===== src/core/card_regs_pkg.sv =====
/*
  Constants for the slot-three clock, answer counters, interrupt summary
  and device settings register bank of the multi-slot card interface.
  Assumes one 100 MHz clock and single-byte register access over I2C.
*/
// How it works
// Internal select gives about 1.2 MHz clock.
// Force-low holds card clock at zero.
// Force-high holds clock high, else divider.
// Divider codes: 1,2,4,5, then 8; reset 5.
// Early count upper byte resets to AA.
// Early count lower bits 7:6, reset zero.
// Timeout count two bytes, reset A4 74.
// Status bit 7 flags any user-card event.
// Status bits 6..4 flag module slot events.
// Interrupt pin low while any status set.
// Status bits read-only, cleared by read.
// Over-temperature deactivates cards, sets bit 3.
// Supervisor fault deactivates cards, sets bit 2.
// Sync activation done sets bit 1.
// Input general pin change sets bit 0.
// Settings bit 7 enables boost, reset one.
// Settings bits 5:2 set pin directions.
// Early answer flag raises slot summary bit.
// Host uses single-byte I2C transfers.
// Undefined bits read zero, ignore writes.
package card_regs_pkg;
  localparam logic [7:0] OFS_CLOCK_SELECT   = 8'h32;
  localparam logic [7:0] OFS_EARLY_HIGH     = 8'h33;
  localparam logic [7:0] OFS_EARLY_LOW      = 8'h34;
  localparam logic [7:0] OFS_TIMEOUT_HIGH   = 8'h35;
  localparam logic [7:0] OFS_TIMEOUT_LOW    = 8'h36;
  localparam logic [7:0] OFS_VERSION        = 8'h40;
  localparam logic [7:0] OFS_IRQ_SUMMARY    = 8'h41;
  localparam logic [7:0] OFS_DEVICE_SETTING = 8'h42;

  localparam int BIT_INTERNAL_OSC = 7;
  localparam int BIT_FORCE_LOW    = 6;
  localparam int BIT_FORCE_HIGH   = 5;
  localparam int BIT_DIV_LSB      = 2;
  localparam int BIT_EARLY_LOW    = 6;
  localparam int BIT_USER_CARD    = 7;
  localparam int BIT_SLOT1        = 6;
  localparam int BIT_SLOT2        = 5;
  localparam int BIT_SLOT3        = 4;
  localparam int BIT_OVER_TEMP    = 3;
  localparam int BIT_SUPERVISOR   = 2;
  localparam int BIT_SYNC_DONE    = 1;
  localparam int BIT_PIN_CHANGE   = 0;
  localparam int BIT_BOOST        = 7;
  localparam int BIT_PIN_DIR_LSB  = 2;

  localparam logic [2:0] RST_CLOCK_MODE   = 3'h0;
  localparam logic [2:0] RST_DIVIDER      = 3'h3;
  localparam logic [7:0] RST_EARLY_HIGH   = 8'hAA;
  localparam logic [1:0] RST_EARLY_LOW    = 2'h0;
  localparam logic [7:0] RST_TIMEOUT_HIGH = 8'hA4;
  localparam logic [7:0] RST_TIMEOUT_LOW  = 8'h74;
  localparam logic       RST_BOOST        = 1'b1;
  localparam logic [3:0] RST_PIN_DIR      = 4'h0;

  localparam int CLOCK_KHZ    = 100000;
  localparam int OSC_KHZ      = 1200;
  localparam int OSC_HALF_CYC = CLOCK_KHZ / (2 * OSC_KHZ);
  localparam logic [6:0] I2C_DEVICE_ADDR = 7'h36;

  // Divide ratio for each divider code.
  function automatic logic [3:0] divide_ratio(input logic [2:0] code);
    case (code)
      3'h0:    divide_ratio = 4'h1;
      3'h1:    divide_ratio = 4'h2;
      3'h2:    divide_ratio = 4'h4;
      3'h3:    divide_ratio = 4'h5;
      default: divide_ratio = 4'h8;
    endcase
  endfunction : divide_ratio
endpackage : card_regs_pkg


===== src/core/card_clock_irq_regs.sv =====
/*
  Register bank for slot-three card clock and answer counters, the device
  interrupt summary and the device settings. Registers are reached over I2C.
  Assumes the flag inputs are level signals from logic on ref_clk and that
  the module input clock and general pins arrive from pins.
*/
`timescale 1ns/1ps
module card_clock_irq_regs
  import card_regs_pkg::*;
#(
  parameter logic [7:0] VERSION = 8'h5A  // Arbitrary value.
) (
  input  wire logic        ref_clk,
  input  wire logic        reset,
  input  wire logic        scl_in,
  input  wire logic        sda_in,
  output logic             sda_out,
  output logic             sda_oe,
  output logic             irq_n,
  input  wire logic        module_input_clock,
  output logic             slot3_card_clock,
  output logic             slot3_internal_clock_active,
  output logic [9:0]       slot3_early_count,
  output logic [15:0]      slot3_timeout_count,
  input  wire logic [4:0]  user_card_flags,
  input  wire logic [3:0]  slot1_flags,
  input  wire logic [3:0]  slot2_flags,
  input  wire logic [3:0]  slot3_flags,
  input  wire logic        over_temp_fault,
  input  wire logic        supervisor_fault,
  input  wire logic        sync_activation_done,
  input  wire logic [3:0]  general_pin_level,
  output logic             deactivate_all,
  output logic             boost_enable,
  output logic [3:0]       general_pin_dir
);
  import card_regs_pkg::*;

  logic [7:0]  reg_addr;
  logic [7:0]  reg_wdata;
  logic        reg_wr;
  logic        reg_rd;
  logic [7:0]  reg_rdata;
  logic [2:0]  clock_mode;
  logic [2:0]  divider;
  logic [7:0]  early_high;
  logic [1:0]  early_low;
  logic [7:0]  timeout_high;
  logic [7:0]  timeout_low;
  logic [7:0]  status;
  logic [7:0]  next_status;
  logic [7:0]  set_vec;
  logic [16:0] flag_prev;
  logic [1:0]  fault_prev;
  logic        sync_prev;
  logic [2:0]  clkin_s;
  logic        clkin_rise;
  logic [3:0]  edge_cnt;
  logic [3:0]  ratio;
  logic        divided;
  logic [6:0]  osc_cnt;
  logic        osc_level;
  logic        next_card_clock;
  logic [3:0]  pin_s1;
  logic [3:0]  pin_s2;
  logic [3:0]  pin_s3;

  i2c_byte_port #(.DEV_ADDR(I2C_DEVICE_ADDR)) u_port (
    .ref_clk   (ref_clk),
    .reset     (reset),
    .scl_in    (scl_in),
    .sda_in    (sda_in),
    .sda_out   (sda_out),
    .sda_oe    (sda_oe),
    .reg_addr  (reg_addr),
    .reg_wdata (reg_wdata),
    .reg_wr    (reg_wr),
    .reg_rd    (reg_rd),
    .reg_rdata (reg_rdata)
  );

  // Clock select register.
  always_ff @(posedge ref_clk) begin
    if (reset) begin
      clock_mode <= RST_CLOCK_MODE;
      divider    <= RST_DIVIDER;
    end else if (reg_wr && reg_addr == OFS_CLOCK_SELECT) begin
      clock_mode <= reg_wdata[BIT_INTERNAL_OSC -: 3];
      divider    <= reg_wdata[BIT_DIV_LSB +: 3];
    end
  end

  // Answer window counters.
  always_ff @(posedge ref_clk) begin
    if (reset) begin
      early_high   <= RST_EARLY_HIGH;
      early_low    <= RST_EARLY_LOW;
      timeout_high <= RST_TIMEOUT_HIGH;
      timeout_low  <= RST_TIMEOUT_LOW;
    end else if (reg_wr) begin
      case (reg_addr)
        OFS_EARLY_HIGH:   early_high <= reg_wdata;
        OFS_EARLY_LOW:    early_low <= reg_wdata[BIT_EARLY_LOW +: 2];
        OFS_TIMEOUT_HIGH: timeout_high <= reg_wdata;
        OFS_TIMEOUT_LOW:  timeout_low <= reg_wdata;
        default:          early_low <= early_low;
      endcase
    end
  end

  assign slot3_early_count   = {early_high, early_low};
  assign slot3_timeout_count = {timeout_high, timeout_low};

  // Device settings register.
  always_ff @(posedge ref_clk) begin
    if (reset) begin
      boost_enable    <= RST_BOOST;
      general_pin_dir <= RST_PIN_DIR;
    end else if (reg_wr && reg_addr == OFS_DEVICE_SETTING) begin
      boost_enable    <= reg_wdata[BIT_BOOST];
      general_pin_dir <= reg_wdata[BIT_PIN_DIR_LSB +: 4];
    end
  end

  // Read mux; undefined bits and offsets read zero.
  always_comb begin
    case (reg_addr)
      OFS_CLOCK_SELECT:   reg_rdata = {clock_mode, divider, 2'b00};
      OFS_EARLY_HIGH:     reg_rdata = early_high;
      OFS_EARLY_LOW:      reg_rdata = {early_low, 6'h00};
      OFS_TIMEOUT_HIGH:   reg_rdata = timeout_high;
      OFS_TIMEOUT_LOW:    reg_rdata = timeout_low;
      OFS_VERSION:        reg_rdata = VERSION;
      OFS_IRQ_SUMMARY:    reg_rdata = status;
      OFS_DEVICE_SETTING: reg_rdata = {boost_enable, 1'b0, general_pin_dir, 2'b00};
      default:            reg_rdata = 8'h00;
    endcase
  end

  // Input clock and general pins come from pins and pass two flip-flops.
  always_ff @(posedge ref_clk) begin
    if (reset) begin
      clkin_s <= 3'h0;
      pin_s1  <= 4'h0;
      pin_s2  <= 4'h0;
      pin_s3  <= 4'h0;
    end else begin
      clkin_s <= {clkin_s[1:0], module_input_clock};
      pin_s1  <= general_pin_level;
      pin_s2  <= pin_s1;
      pin_s3  <= pin_s2;
    end
  end

  assign clkin_rise = clkin_s[1] & ~clkin_s[2];
  assign ratio      = divide_ratio(divider);

  // Divider counts input clock rising edges.
  always_ff @(posedge ref_clk) begin
    if (reset) begin
      edge_cnt <= 4'h0;
    end else if (clkin_rise) begin
      edge_cnt <= (edge_cnt + 4'h1 >= ratio) ? 4'h0 : edge_cnt + 4'h1;
    end
  end

  assign divided = (ratio == 4'h1) ? clkin_s[1] : (edge_cnt < (ratio >> 1));

  // Internal oscillator from a divider of the system clock.
  always_ff @(posedge ref_clk) begin
    if (reset) begin
      osc_cnt   <= 7'h00;
      osc_level <= 1'b0;
    end else if (osc_cnt == 7'(OSC_HALF_CYC - 1)) begin
      osc_cnt   <= 7'h00;
      osc_level <= ~osc_level;
    end else begin
      osc_cnt <= osc_cnt + 7'h01;
    end
  end

  always_comb begin
    if (clock_mode[2]) begin
      next_card_clock = osc_level;
    end else if (clock_mode[1]) begin
      next_card_clock = 1'b0;
    end else if (clock_mode[0]) begin
      next_card_clock = 1'b1;
    end else begin
      next_card_clock = divided;
    end
  end

  always_ff @(posedge ref_clk) begin
    if (reset) begin
      slot3_card_clock <= 1'b0;
    end else begin
      slot3_card_clock <= next_card_clock;
    end
  end

  assign slot3_internal_clock_active = clock_mode[2];

  // Event edge detection.
  always_ff @(posedge ref_clk) begin
    if (reset) begin
      flag_prev  <= 17'h00000;
      fault_prev <= 2'h0;
      sync_prev  <= 1'b0;
    end else begin
      flag_prev  <= {user_card_flags, slot1_flags, slot2_flags, slot3_flags};
      fault_prev <= {over_temp_fault, supervisor_fault};
      sync_prev  <= sync_activation_done;
    end
  end

  always_comb begin
    set_vec = 8'h00;
    set_vec[BIT_USER_CARD]  = |(user_card_flags & ~flag_prev[16:12]);
    set_vec[BIT_SLOT1]      = |(slot1_flags & ~flag_prev[11:8]);
    set_vec[BIT_SLOT2]      = |(slot2_flags & ~flag_prev[7:4]);
    set_vec[BIT_SLOT3]      = |(slot3_flags & ~flag_prev[3:0]);
    set_vec[BIT_OVER_TEMP]  = over_temp_fault & ~fault_prev[1];
    set_vec[BIT_SUPERVISOR] = supervisor_fault & ~fault_prev[0];
    set_vec[BIT_SYNC_DONE]  = sync_activation_done & ~sync_prev;
    set_vec[BIT_PIN_CHANGE] = |((pin_s2 ^ pin_s3) & general_pin_dir);
    // A set arriving with the clearing read wins.
    if (reg_rd && reg_addr == OFS_IRQ_SUMMARY) begin
      next_status = set_vec;
    end else begin
      next_status = status | set_vec;
    end
  end

  always_ff @(posedge ref_clk) begin
    if (reset) begin
      status         <= 8'h00;
      deactivate_all <= 1'b0;
      irq_n          <= 1'b1;
    end else begin
      status         <= next_status;
      deactivate_all <= set_vec[BIT_OVER_TEMP] | set_vec[BIT_SUPERVISOR];
      irq_n          <= ~|next_status;
    end
  end
endmodule : card_clock_irq_regs


===== src/core/i2c_byte_port.sv =====
/*
  I2C target that turns single-byte transfers into register strobes.
  Assumes scl and sda arrive from pins; sda is open drain.
*/
`timescale 1ns/1ps
module i2c_byte_port
  import card_regs_pkg::*;
#(
  parameter logic [6:0] DEV_ADDR = card_regs_pkg::I2C_DEVICE_ADDR
) (
  input  wire logic       ref_clk,
  input  wire logic       reset,
  input  wire logic       scl_in,
  input  wire logic       sda_in,
  output logic            sda_out,
  output logic            sda_oe,
  output logic [7:0]      reg_addr,
  output logic [7:0]      reg_wdata,
  output logic            reg_wr,
  output logic            reg_rd,
  input  wire logic [7:0] reg_rdata
);
  typedef enum logic [6:0] {
    ST_IDLE = 7'h01, ST_ADDR = 7'h02, ST_ADDR_ACK = 7'h04, ST_WRITE = 7'h08,
    ST_WRITE_ACK = 7'h10, ST_READ = 7'h20, ST_READ_ACK = 7'h40
  } i2c_state_t;

  i2c_state_t state;
  logic [2:0] scl_s;
  logic [2:0] sda_s;
  logic [7:0] shift;
  logic [3:0] bit_cnt;
  logic       have_ptr;
  logic       scl_rise;
  logic       scl_fall;
  logic       start_seen;
  logic       stop_seen;

  always_ff @(posedge ref_clk) begin
    if (reset) begin
      scl_s <= 3'h7;
      sda_s <= 3'h7;
    end else begin
      scl_s <= {scl_s[1:0], scl_in};
      sda_s <= {sda_s[1:0], sda_in};
    end
  end

  assign scl_rise   = scl_s[1] & ~scl_s[2];
  assign scl_fall   = ~scl_s[1] & scl_s[2];
  assign start_seen = scl_s[1] & scl_s[2] & ~sda_s[1] & sda_s[2];
  assign stop_seen  = scl_s[1] & scl_s[2] & sda_s[1] & ~sda_s[2];
  assign sda_out    = 1'b0;
  assign reg_wdata  = shift;
  assign reg_wr     = scl_fall && state == ST_WRITE && bit_cnt == 4'h8 && have_ptr;
  assign reg_rd     = scl_fall && ((state == ST_ADDR_ACK && shift[0])
                                   || state == ST_READ_ACK);

  always_ff @(posedge ref_clk) begin
    if (reset) begin
      state    <= ST_IDLE;
      shift    <= 8'h00;
      bit_cnt  <= 4'h0;
      have_ptr <= 1'b0;
      reg_addr <= 8'h00;
      sda_oe   <= 1'b0;
    end else if (start_seen) begin
      state   <= ST_ADDR;
      bit_cnt <= 4'h0;
      sda_oe  <= 1'b0;
    end else if (stop_seen) begin
      state  <= ST_IDLE;
      sda_oe <= 1'b0;
    end else if (scl_rise) begin
      if (state == ST_ADDR || state == ST_WRITE) begin
        shift   <= {shift[6:0], sda_s[1]};
        bit_cnt <= bit_cnt + 4'h1;
      end else if (state == ST_READ_ACK && sda_s[1]) begin
        state <= ST_IDLE;
      end
    end else if (scl_fall) begin
      case (state)
        ST_ADDR: begin
          if (bit_cnt == 4'h8) begin
            state  <= (shift[7:1] == DEV_ADDR) ? ST_ADDR_ACK : ST_IDLE;
            sda_oe <= (shift[7:1] == DEV_ADDR);
          end
        end
        ST_ADDR_ACK, ST_READ_ACK: begin
          if (state == ST_READ_ACK || shift[0]) begin
            shift    <= reg_rdata;
            sda_oe   <= ~reg_rdata[7];
            bit_cnt  <= 4'h1;
            reg_addr <= reg_addr + 8'h01;
            state    <= ST_READ;
          end else begin
            sda_oe   <= 1'b0;
            bit_cnt  <= 4'h0;
            have_ptr <= 1'b0;
            state    <= ST_WRITE;
          end
        end
        ST_WRITE: begin
          if (bit_cnt == 4'h8) begin
            sda_oe <= 1'b1;
            state  <= ST_WRITE_ACK;
            if (!have_ptr) begin
              reg_addr <= shift;
              have_ptr <= 1'b1;
            end else begin
              // The write strobe of this cycle still sees the old pointer.
              reg_addr <= reg_addr + 8'h01;
            end
          end
        end
        ST_WRITE_ACK: begin
          sda_oe  <= 1'b0;
          bit_cnt <= 4'h0;
          state   <= ST_WRITE;
        end
        ST_READ: begin
          if (bit_cnt == 4'h8) begin
            sda_oe <= 1'b0;
            state  <= ST_READ_ACK;
          end else begin
            shift   <= {shift[6:0], 1'b0};
            sda_oe  <= ~shift[6];
            bit_cnt <= bit_cnt + 4'h1;
          end
        end
        default: state <= ST_IDLE;
      endcase
    end
  end
endmodule : i2c_byte_port


===== config.mk =====
export PLATFORM = sky130hd
export DESIGN_NAME = card_clock_irq_regs
export DESIGN_NICKNAME = d
export VERILOG_FILES = /design/src/core/card_regs_pkg.sv /design/src/core/card_clock_irq_regs.sv /design/src/core/i2c_byte_port.sv
export SDC_FILE = /design/constraint.sdc
export NUM_CORES = 1
export LEC_CHECK = 0
export BUFFER_PORTS_ARGS = -buffer_cell sky130_fd_sc_hd__buf_2
export CORE_MARGIN = 3
export CORE_UTILIZATION = 30
export DETAILED_ROUTE_END_ITERATION = 16
export SETUP_SLACK_MARGIN = 0.4
export SYNTH_ARGS = -nofsm -noshare
export SYNTH_HDL_FRONTEND = slang
export SYNTH_HIERARCHICAL = 1
export SYNTH_SLANG_ARGS = --single-unit

===== constraint.sdc =====
create_clock -name ref_clk -period 2.4 [get_ports ref_clk]
set_input_delay 0.24 -clock ref_clk [delete_from_list [all_inputs] [get_ports ref_clk]]
set_output_delay 0.24 -clock ref_clk [all_outputs]
set_load 0.05 [all_outputs]

==> out/metrics.json, run 1 <==
{
  "status": {"value": "complete, no violations"},
  "worstHoldPathCells": {"value": 2},
  "rr_startpoint": {"value": "u_port/state[5]"},
  "tritoncts_buffer_count": {"value": 17},
  "cts.path.max_buffers": {"value": 2},
  "drv.max_cap_violation_count": {"value": 0},
  "final_nets": {"value": 873},
  "syn_to_final_growth": {"value": 34.3, "unit": "%"},
  "nFillCells": {"value": 1982},
  "syn_area_per_cell": {"value": 8.88, "unit": "µm²"},
  "synth.area.top_cells": {"value": "dfxtp_1 42%, nor2_1 5.1%, nor2b_1 4.7%"},
  "drive_above_1_share": {"value": 0.304},
  "post_synthesis_sequential_area_ratio": {"value": 0.417},
  "synth-seq-cells": {"value": 130},
  "timing_max_transition_violations_final": {"value": 0},
  "detailroute.via_count": {"value": 5639},
  "synth.distinct_cells": {"value": 72},
  "placementRows": {"value": 52},
  "io_buffer_count": {"value": 64},
  "cts_tree": {"value": "done"},
  "synth_top_flop_cell": {"value": "dfxtp_1"},
  "setup_viol_count_final": {"value": 0},
  "cts_htree_levels": {"value": 4},
  "synth-edff-count": {"value": 0},
  "postLayoutCoreUtil": {"value": 0.412},
  "combined_area_of_all_synthesized_cells": {"value": 6240, "unit": "µm²"},
  "timing.critical_path.required": {"value": 2680, "unit": "ps"},
  "setup_clock_skew_after_layout": {"value": 9.87, "unit": "ps"},
  "drt_iter0_drc": {"value": 331},
  "post_drt_wl_per_cell": {"value": 15.8, "unit": "µm"},
  "worst_setup_hold_path_clk_slew": {"value": 60, "unit": "ps"},
  "antenna_left": {"value": 0},
  "timing.final.crit_share": {"value": 0.956},
  "timing.setup.tns": {"value": 0, "unit": "ps"},
  "remaining_drc_errors": {"value": 0},
  "ports_placed_on_the_boundary": {"value": 66},
  "hold_viol": {"value": 0},
  "track_usage": {"value": 0.157},
  "period_needed": {"value": 2290, "unit": "ps"},
  "clock_sink_count": {"value": 130},
  "effective_utilization_at_floorplan": {"value": 0.307},
  "fmaxAchievable": {"value": 436, "unit": "MHz"},
  "timing.critical_path.to_type": {"value": "flip-flop"},
  "unrepaired_setup_endpoints_after_global_routing": {"value": "yes"},
  "finalNonFillerCells": {"value": 1112},
  "worst_slew_margin_relative_to_its_limit": {"value": 0.567},
  "min_delay_worst_endpoint": {"value": "pin_s1[1]"},
  "power-per-cell-area": {"value": 602, "unit": "nW/µm²"},
  "synth_async_sr_flop_share": {"value": 0},
  "leakagePower": {"value": 3.34, "unit": "nW"},
  "vias_in_the_first_global_route": {"value": 5381},
  "yosysWarnings": {"value": 6},
  "die_width": {"value": 150, "unit": "µm"},
  "synth_largest_area_cell": {"value": "dfxtp_1"},
  "crit_arrival": {"value": 2580, "unit": "ps"},
  "synth_top_area_share": {"value": 0.417},
  "timing.rr.end": {"value": "u_port/reg_wdata[7]"},
  "crit_path_max_fanout": {"value": 8},
  "ant_diodes": {"value": 0},
  "timing.hold.ws": {"value": 28.8, "unit": "ps"},
  "syn-num-nets": {"value": 747},
  "clock_tree.root_cell": {"value": "clkbuf_16"},
  "total_power": {"value": 5.04, "unit": "mW"},
  "post_synthesis_cell_count": {"value": 703},
  "post-place-cells": {"value": 1051},
  "grt_overflow_total": {"value": 0},
  "drt-pass1-iter-count": {"value": 5},
  "irDropWorstVdd": {"value": 481, "unit": "µV"},
  "critical_path.startpoint_type": {"value": "flip-flop"},
  "gp_congestion": {"value": 0.854},
  "worst_hold_path_type": {"value": "input pin to flip-flop"},
  "die_area": {"value": 22600, "unit": "µm²"},
  "number_of_antenna_violations_at_the_first_check_in_global_routing": {"value": 0},
  "tightest_slew": {"value": 649, "unit": "ps"},
  "r2r.worst_path.cells": {"value": 6},
  "dp_hpwl": {"value": 12100, "unit": "µm"},
  "critPathKind": {"value": "flip-flop to flip-flop"},
  "worstSkewPairLatency": {"value": 420, "unit": "ps"},
  "via_per_inst": {"value": 5.07},
  "fp.coreArea": {"value": 20400, "unit": "µm²"},
  "min-delay-start": {"value": "general_pin_level[1]"},
  "grt_max_degree": {"value": 64},
  "die_h": {"value": 150, "unit": "µm"},
  "ff2ff_setup_slack": {"value": 110, "unit": "ps"},
  "first_pass_grt_wire_length": {"value": 28100, "unit": "µm"},
  "totalWireLength": {"value": 17500, "unit": "µm"}
}
[cell type report]
| type | count | area (µm²) | share of cell area |
|---|---|---|---|
| Clock buffer | 21 | 450 | 0.0537 |
| Sequential cell | 130 | 2630 | 0.313 |
| Timing Repair Buffer | 144 | 1020 | 0.122 |
| Tap cell | 270 | 338 | 0.0403 |
| Inverter | 43 | 161 | 0.0193 |
| Multi-Input combinational cell | 493 | 3650 | 0.436 |
| Clock inverter | 11 | 128 | 0.0152 |
[routing by layer]
| metal | track usage | vias up | routed length, µm |
|---|---|---|---|
| li1 | - | 2767 | - |
| met1 | 0.210 | 2688 | 8190 |
| met2 | 0.238 | 156 | 8010 |
| met4 | 0.0663 | 0 | 388 |
| met5 | 0 | - | 0 |
| met3 | 0.0418 | 28 | 944 |
[sequential cells by signal (all words and copies together), names as in the netlist, 7 cells and up]
register and flops:
osc_cnt 7, flag_prev 17, timeout_high 8, early_high 8, status 8, u_port/reg_addr 8
timeout_low 8, u_port/reg_wdata 8, u_port/state 7
[placed cells by master, fill, tap and decap left out, drive strengths merged, types with 5 or more instances in the layout]
cell type and n:
and2 6, or3 5, nand3 24, a21oi 31, xor2 10, nand3b 5
nand2 38, buf 141, a22o 10, clkbuf 22, ha 15, a22oi 10
mux2i 28, and3b 5, a211oi 14, inv 45, nor4 9, nor3 7
nor4b 5, a211o 15, nand2b 11, o311ai 7, nor2 85, xnor2 6
o21ai 12, nor3b 6, a31oi 5, o31ai 7, nor2b 47, dfxtp 130
or2 6, o22ai 10
[where the power goes]
part / total, mW / switching (mW) / internal (mW)
Sequential: 2.24 / 0.0293 / 2.21
Clock: 2.54 / 0.982 / 1.56
Combinational: 0.263 / 0.158 / 0.105
Total: 5.04 / 1.17 / 3.88
[cell usage after synthesis, types with 3 or more instances]
| master | count |
|---|---|
| dfxtp_1 | 130 |
| nor2_1 | 85 |
| nor2b_1 | 47 |
| inv_1 | 42 |
| nand2_1 | 38 |
| a21oi_1 | 31 |
| mux2i_1 | 28 |
| clkbuf_1 | 24 |
| nand3_1 | 23 |
| a211o_1 | 15 |
| ha_1 | 15 |
| o21ai_0 | 12 |
| a211oi_1 | 11 |
| nand2b_1 | 11 |
| a22o_1 | 10 |
| a22oi_1 | 10 |
| o22ai_1 | 10 |
| xor2_1 | 10 |
| nor4_1 | 7 |
| o311ai_0 | 7 |
| o31ai_1 | 7 |
| and2_1 | 6 |
| buf_2 | 6 |
| nor3_1 | 6 |
| nor3b_1 | 6 |
| or2_2 | 6 |
| xnor2_1 | 6 |
| a31oi_1 | 5 |
| and3b_1 | 5 |
| nand3b_1 | 5 |
| or3_1 | 5 |
| o2111ai_1 | 4 |
| a211oi_2 | 3 |
| a221oi_1 | 3 |
| a32oi_1 | 3 |
| and3_1 | 3 |
| and4b_1 | 3 |
| buf_4 | 3 |
| nor4b_1 | 3 |
| o211ai_1 | 3 |
| o31a_1 | 3 |
[critical path, cell delays in order, from the launching register on]
cell and delay, ps:
dfxtp_2 330, or4_4 530, or4_4 550, a311oi_4 340
buf_4 200, clkbuf_16 150, a211oi_1 60
[cells by family (layout without fill, tap and decap cells)]
family / after synthesis / in the layout / synth area share
DFF: 130 / 130 / 0.417
muxes: 28 / 28 / 0.0449
other: 1 / 1 / 0.000601
and+or+nand+nor: 276 / 276 / 0.243
AOI/OAI and AO/OA: 157 / 157 / 0.188
buffers and inverters: 80 / 219 / 0.0535
xor gates and xnor gates: 16 / 16 / 0.0224
adders and majority gates: 15 / 15 / 0.0301
[worst max-delay path by stage]
stage,start,end,slack [ps]
final,u_port/state[5],u_port/reg_wdata[7],110
after global routing,u_port/state[4],u_port/bit_cnt[1],80
after CTS,u_port/state[5],u_port/reg_wdata[7],110
after detailed placement,u_port/state[6],u_port/reg_wdata[4],50
after global placement,u_port/state[6],u_port/reg_wdata[2],90
after floorplan,u_port/state[2],u_port/reg_wdata[6],160
[through the flow]
step	instance area, µm²	setup WS, ps
after global routing	8380	82.7
after CTS	8100	106
final	8380	106
after global placement	7150	89.6
after floorplan	6270	158
after detailed placement	7150	47.2
[timing repair]
| item | in CTS | in global routing |
|---|---|---|
| resized for setup | 52 | 47 |
| setup buffers | 14 | 12 |
| endpoints found under the hold margin | 2 | 0 |
| pin swaps | 24 | 18 |
| cloned | 1 | 0 |
| hold buffers | 2 | 0 |
| endpoints found under the setup margin | 62 | 72 |
Note: power is estimated with default switching activity, not from simulation.
==> run 2: changes to the inputs <==
--- a/config.mk
+++ b/config.mk
@@ -5,10 +5,10 @@
 export SDC_FILE = /design/constraint.sdc
 export NUM_CORES = 1
 export LEC_CHECK = 0
-export BUFFER_PORTS_ARGS = -buffer_cell sky130_fd_sc_hd__buf_2
 export CORE_MARGIN = 3
 export CORE_UTILIZATION = 30
 export DETAILED_ROUTE_END_ITERATION = 16
+export DONT_BUFFER_PORTS = 1
 export SETUP_SLACK_MARGIN = 0.4
 export SYNTH_ARGS = -nofsm -noshare
 export SYNTH_HDL_FRONTEND = slang
==> run 2 against run 1 <==
- count of clock-buffer cells in the layout shrank 2
- via count down 0.48%
- sequential share of layout area down 0.49 points
- setup slack gained 79 ps
- fmax rose by 3.6%
- non-clock buffer count fell by 12
- critical path depth unchanged
- total power down 3.5%
- clock skew barely moved
- wire length grew 3.9%
- largest power group unchanged
==> out/metrics.json, run 2 (synthesized netlist as in run 1, its figures left out) <==
{
  "worstSkewPairLatency": {"value": 420, "unit": "ps"},
  "worst_slew_margin_relative_to_its_limit": {"value": 0.556},
  "tritoncts_buffer_count": {"value": 17},
  "status": {"value": "complete, no violations"},
  "drt_iter0_drc": {"value": 431},
  "timing_max_transition_violations_final": {"value": 0},
  "number_of_antenna_violations_at_the_first_check_in_global_routing": {"value": 0},
  "largest_register_ffs": {"value": 17},
  "unrepaired_setup_endpoints_after_global_routing": {"value": "yes"},
  "timing.critical_path.required": {"value": 2730, "unit": "ps"},
  "hold_viol": {"value": 0},
  "worst_setup_hold_path_clk_slew": {"value": 60, "unit": "ps"},
  "timing.setup.tns": {"value": 0, "unit": "ps"},
  "critPathKind": {"value": "flip-flop to flip-flop"},
  "dp_hpwl": {"value": 11900, "unit": "µm"},
  "cts_htree_levels": {"value": 4},
  "cts_tree": {"value": "done"},
  "most_common_cell_after_layout_fill_and_taps_aside": {"value": "dfxtp_1"},
  "fmaxAchievable": {"value": 451, "unit": "MHz"},
  "syn_to_final_growth": {"value": 35.9, "unit": "%"},
  "worst_hold_path_type": {"value": "input pin to flip-flop"},
  "totalWireLength": {"value": 18200, "unit": "µm"},
  "globalRouteMet3Util": {"value": 0.0479},
  "power-per-cell-area": {"value": 574, "unit": "nW/µm²"},
  "via_per_inst": {"value": 5.11},
  "critical_path.startpoint_type": {"value": "flip-flop"},
  "setup_viol_count_final": {"value": 0},
  "grt_overflow_total": {"value": 0},
  "antenna_left": {"value": 0},
  "clock_sink_count": {"value": 130},
  "die_width": {"value": 150, "unit": "µm"},
  "fp.coreArea": {"value": 20400, "unit": "µm²"},
  "period_needed": {"value": 2220, "unit": "ps"},
  "ports_placed_on_the_boundary": {"value": 66},
  "timing.hold.ws": {"value": 27.5, "unit": "ps"},
  "drv.max_cap_violation_count": {"value": 0},
  "die_area": {"value": 22600, "unit": "µm²"},
  "timing.critical_path.to_type": {"value": "flip-flop"},
  "cts.path.max_buffers": {"value": 2},
  "final_nets": {"value": 862},
  "crit_path_top_delay_cell": {"value": "or4_4"},
  "irDropWorstVdd": {"value": 526, "unit": "µV"},
  "effective_utilization_at_floorplan": {"value": 0.307},
  "ant_diodes": {"value": 0},
  "grt_max_degree": {"value": 70},
  "vias_in_the_first_global_route": {"value": 5076},
  "detailroute.via_count": {"value": 5612},
  "post_drt_wl_per_cell": {"value": 16.6, "unit": "µm"},
  "track_usage": {"value": 0.157},
  "drt-pass1-iter-count": {"value": 8},
  "drive_above_1_share": {"value": 0.245},
  "clock_tree.root_cell": {"value": "clkbuf_16"},
  "first_pass_grt_wire_length": {"value": 27800, "unit": "µm"},
  "critPathMaxStageDelay": {"value": 560, "unit": "ps"},
  "timing.final.crit_share": {"value": 0.923},
  "largest_register": {"value": "flag_prev"},
  "placementRows": {"value": 52},
  "leakagePower": {"value": 3.34, "unit": "nW"},
  "crit_arrival": {"value": 2540, "unit": "ps"},
  "finalNonFillerCells": {"value": 1099},
  "crit_path_max_fanout": {"value": 14},
  "die_h": {"value": 150, "unit": "µm"},
  "grt_most_used_layer": {"value": "met2"},
  "met2_usage": {"value": 0.245},
  "post-place-cells": {"value": 1002},
  "io_buffer_count": {"value": 0},
  "total_power": {"value": 4.87, "unit": "mW"},
  "crit_path_frequent_cell": {"value": "or4_4"},
  "gp_congestion": {"value": 0.896},
  "grt_use_met1": {"value": 0.210},
  "tightest_slew": {"value": 665, "unit": "ps"},
  "remaining_drc_errors": {"value": 0},
  "setup_clock_skew_after_layout": {"value": 9.85, "unit": "ps"},
  "cell_by_cell_trace_of_the_critical_path": {"value": "or4_4 -> or4_4 -> a311oi_4 -> buf_12 -> nor2_1 -> a211oi_1"},
  "final_cell_mix": {"value": "119 x dfxtp_1, 79 x nor2_1, 74 x buf_4, 47 x nor2b_1, 43 x dlygate4sd3_1"},
  "nFillCells": {"value": 1976}
}
## run 2: path summary, 6_finish.rpt
kind                                      startpoint  cells after the start  slack, ps             endpoint
worst max register to register       u_port/state[6]                      6        180  u_port/reg_wdata[7]
worst max-delay path                 u_port/state[6]                      6        180  u_port/reg_wdata[7]
worst min register to register       u_port/scl_s[0]                      1        410      u_port/scl_s[1]
worst min-delay path            sync_activation_done                      2         30            status[1]
## run 2: report_power, final
part           internal, mW  switching (mW)  total [mW]
clock network          1.37           0.982        2.35
registers              2.21          0.0436        2.25
logic                 0.128           0.140       0.267
total                  3.70            1.17        4.87
## run 2: cell type report
class,count,area [µm²],area share
timing repair buffer,132,1190,0.140
clock inverter,11,85.1,0.0100
tap,270,338,0.0398
clock buffer,19,453,0.0534
multi-input combinational,494,3640,0.429
inverter,43,161,0.0190
sequential,130,2620,0.309
## run 2: timing repair
item,CTS,global route
hold buffers,44,0
hold endpoints to repair,110,0
pin swaps,10,15
resized for setup,33,55
setup buffers,14,6
endpoints found under the setup margin,43,68
cloned,1,2
## run 2: stage by stage
step	worst slack, ps	instance area (µm²)	util
after floorplan	158	6270	-
after global placement	146	6940	0.341
after detailed placement	124	6940	0.341
after CTS	205	8180	0.402
after global routing	107	8490	0.417
final	185	8490	0.417
## run 2: per-layer routing
metal / up-vias / part of all wire
met1: 2672 / 0.44
met5: - / 0
met3: 20 / 0.069
met2: 184 / 0.47
met4: 0 / 0.015
li1: 2736 / -
## run 2: worst max-delay path, delay by kind of cell, from the launching register on
kind / cells / cell delay, ps
AND/OR/NAND/NOR: 3 / 1140
AO/OA/AOI/OAI: 2 / 490
flip-flops: 1 / 320
buffers and inverters: 1 / 180
==> run 3: changes to the inputs <==
--- a/config.mk
+++ b/config.mk
@@ -5,10 +5,15 @@
 export SDC_FILE = /design/constraint.sdc
 export NUM_CORES = 1
 export LEC_CHECK = 0
+export CELL_PAD_IN_SITES_DETAIL_PLACEMENT = 0
+export CELL_PAD_IN_SITES_GLOBAL_PLACEMENT = 1
 export CORE_MARGIN = 3
 export CORE_UTILIZATION = 30
 export DETAILED_ROUTE_END_ITERATION = 16
 export DONT_BUFFER_PORTS = 1
+export GPL_TIMING_DRIVEN = 0
+export PLACE_DENSITY_LB_ADDON = 0.1
+export REMOVE_ABC_BUFFERS = 1
 export SETUP_SLACK_MARGIN = 0.4
 export SYNTH_ARGS = -nofsm -noshare
 export SYNTH_HDL_FRONTEND = slang
==> run 3 against run 2 <==
- the flow now finishes with violations (negative hold slack)
- non-clock buffer count shrank 47
- sequential share of layout area grew 0.86 points
- register-to-register slack lost 120 ps
- global-route usage grew 1.5 points
- count of clock-buffer cells in the layout is the same
- critical path depth grew 5
- clock power grew 8%
==> out/metrics.json, run 3 (synthesized netlist as in run 1, its figures left out) <==
{
  "status": {"value": "finished with violations"},
  "failed_checks": {"value": "negative hold slack"},
  "finalInstanceArea": {"value": 8350, "unit": "µm²"},
  "timing.setup.tns": {"value": 0, "unit": "ps"},
  "drt-pass1-iter-count": {"value": 5},
  "io_buffer_count": {"value": 0},
  "worstHoldPathCells": {"value": 1},
  "drt_iter0_drc": {"value": 336},
  "multi_input_logic_area": {"value": 3760, "unit": "µm²"},
  "fmaxAchievable": {"value": 428, "unit": "MHz"},
  "min-delay-start": {"value": "reset"},
  "tritoncts_buffer_count": {"value": 17},
  "timing.final.crit_share": {"value": 0.974},
  "totalWireLength": {"value": 19400, "unit": "µm"},
  "effective_utilization_at_floorplan": {"value": 0.307},
  "critical_path.top_delay_family": {"value": "simple AND/OR/NAND/NOR gates"},
  "syn_to_final_growth": {"value": 33.7, "unit": "%"},
  "timing.rr.end": {"value": "irq_n"},
  "area_taken_by_flip_flops_and_latches": {"value": 2650, "unit": "µm²"},
  "remaining_drc_errors": {"value": 0},
  "cts.path.max_buffers": {"value": 2},
  "unrepaired_setup_endpoints_after_global_routing": {"value": "yes"},
  "cts_htree_levels": {"value": 4},
  "grt_max_degree": {"value": 115},
  "postCtsHoldBufs": {"value": 44},
  "worstSkewPairLatency": {"value": 420, "unit": "ps"},
  "cts_tree": {"value": "done"},
  "vias_in_the_first_global_route": {"value": 5282},
  "final_nets": {"value": 815},
  "setup_clock_skew_after_layout": {"value": 13.0, "unit": "ps"},
  "dp_hpwl": {"value": 12000, "unit": "µm"},
  "clock_tree.root_cell": {"value": "clkbuf_16"},
  "hold_viol": {"value": 68},
  "via_per_inst": {"value": 5.19},
  "ant_diodes": {"value": 0},
  "final_cell_mix": {"value": "112 x dfxtp_1, 79 x nor2_1, 45 x nor2b_1, 44 x dlygate4sd3_1, 41 x inv_1"},
  "die_h": {"value": 150, "unit": "µm"},
  "die_area": {"value": 22600, "unit": "µm²"},
  "crit_path_max_fanout": {"value": 6},
  "track_usage": {"value": 0.172},
  "ports_placed_on_the_boundary": {"value": 66},
  "worst_slew_margin_relative_to_its_limit": {"value": 0.514},
  "cell_by_cell_trace_of_the_critical_path": {"value": "nor3_4 -> nand2_2 -> nor2_4 -> and2_4 -> and3b_2 -> nand3_4 -> buf_12 -> buf_8 -> a21bo_4 -> nor4_4 -> a41o_1"},
  "fp.coreArea": {"value": 20400, "unit": "µm²"},
  "critPathKind": {"value": "flip-flop to flip-flop"},
  "largest_register": {"value": "flag_prev"},
  "leakagePower": {"value": 3.10, "unit": "nW"},
  "number_of_antenna_violations_at_the_first_check_in_global_routing": {"value": 0},
  "first_pass_grt_wire_length": {"value": 30100, "unit": "µm"},
  "die_width": {"value": 150, "unit": "µm"},
  "critical_path.startpoint_type": {"value": "flip-flop"},
  "rr_startpoint": {"value": "u_port/state[0]"},
  "r2r.worst_path.cells": {"value": 11},
  "largest_register_ffs": {"value": 17},
  "most_common_cell_after_layout_fill_and_taps_aside": {"value": "dfxtp_1"},
  "antenna_left": {"value": 0},
  "period_needed": {"value": 2340, "unit": "ps"},
  "timing_max_transition_violations_final": {"value": 0},
  "placementRows": {"value": 52},
  "total_power": {"value": 5.04, "unit": "mW"},
  "setup_viol_count_final": {"value": 0},
  "irDropWorstVdd": {"value": 479, "unit": "µV"},
  "critical_path.n_buffers_inverters": {"value": 2},
  "worst_setup_hold_path_clk_slew": {"value": 60, "unit": "ps"},
  "post_drt_wl_per_cell": {"value": 18.4, "unit": "µm"},
  "grt_overflow_total": {"value": 0},
  "power-per-cell-area": {"value": 604, "unit": "nW/µm²"},
  "timing.hold.ws": {"value": -94.2, "unit": "ps"},
  "clock_sink_count": {"value": 130},
  "timing.critical_path.to_type": {"value": "flip-flop"},
  "crit_path_top_delay_cell": {"value": "dfxtp_4"},
  "worst_hold_path_type": {"value": "input pin to flip-flop"},
  "detailroute.via_count": {"value": 5473},
  "gp_congestion": {"value": 0.808},
  "tightest_slew": {"value": 729, "unit": "ps"},
  "ff2ff_setup_slack": {"value": 60, "unit": "ps"},
  "nFillCells": {"value": 2017},
  "drive_above_1_share": {"value": 0.217},
  "drv.max_cap_violation_count": {"value": 0},
  "crit_arrival": {"value": 2690, "unit": "ps"},
  "min_delay_worst_endpoint": {"value": "edge_cnt[2]"},
  "timing.critical_path.required": {"value": 2760, "unit": "ps"},
  "placed_area": {"value": 6410, "unit": "µm²"},
  "critPathMaxStageDelay": {"value": 370, "unit": "ps"}
}
-- run 3: cell types whose count changed in the layout (fill, tap and decap cells not counted), moves of 4 or more --
cell      before  now
buf_4         74   26
dfxtp_4        1    9
dfxtp_1      119  112
a211oi_1       7    3
nor2_2         6    2
nor2_4         0    4
-- run 3: worst max path at each step --
stage / startpoint / slack [ps] / to / cells past startpoint
5_1_grt: u_port/state[0] / -30 / irq_n / 9
4_1_cts: u_port/state[6] / 20 / irq_n / 9
3_3_place_gp: u_port/state[2] / -980 / timeout_low[6] / 5
3_5_place_dp: u_port/reg_addr[4] / -970 / timeout_low[5] / 4
2_1_floorplan: u_port/state[3] / 10 / irq_n / 9
6_report: u_port/state[0] / 60 / irq_n / 11
-- run 3: final cells by class --
class | count | share of cell area
Clock buffer | 19 | 0.0542
Clock inverter | 13 | 0.0150
Inverter | 43 | 0.0193
Multi-Input combinational cell | 494 | 0.450
Sequential cell | 130 | 0.317
Tap cell | 270 | 0.0405
Timing Repair Buffer | 85 | 0.103
-- run 3: power by group --
part	total, mW	switching (mW)	internal (mW)
registers	2.25	0.0437	2.20
clock network	2.54	1.05	1.49
logic	0.253	0.124	0.129
total	5.04	1.22	3.83
-- run 3: stage by stage --
step / std cells / setup WS (ps) / util
after CTS: 1045 / 24.7 / 0.396
after detailed placement: 936 / -967 / 0.315
after global routing: 1054 / -28.5 / 0.410
after global placement: 936 / -983 / 0.315
final: 1054 / 62.6 / 0.410
after floorplan: 666 / 13.5 / -
-- run 3: layer usage --
metal / global-route usage / vias up / share of wire
met5: 0 / - / 0
met4: 0.0453 / 0 / 0.013
met3: 0.0512 / 14 / 0.068
met2: 0.271 / 151 / 0.45
met1: 0.231 / 2657 / 0.47
li1: - / 2651 / -
-- run 3: repair_timing --
item                                    in CTS  in global routing
cloned                                       2                  0
endpoints found under the hold margin      110                 68
endpoints found under the setup margin      75                 77
resized for setup                           85                 47
buffers inserted                            31                  9
pin swaps                                   20                 23
-- run 3: worst reg2reg max path: cells and delay by family (launching register included) --
family	cells	cell delay [ps]
AOI/OAI and AO/OA	2	410
DFF	1	370
and+or+nand+nor	7	1230
buffers and inverters	2	280
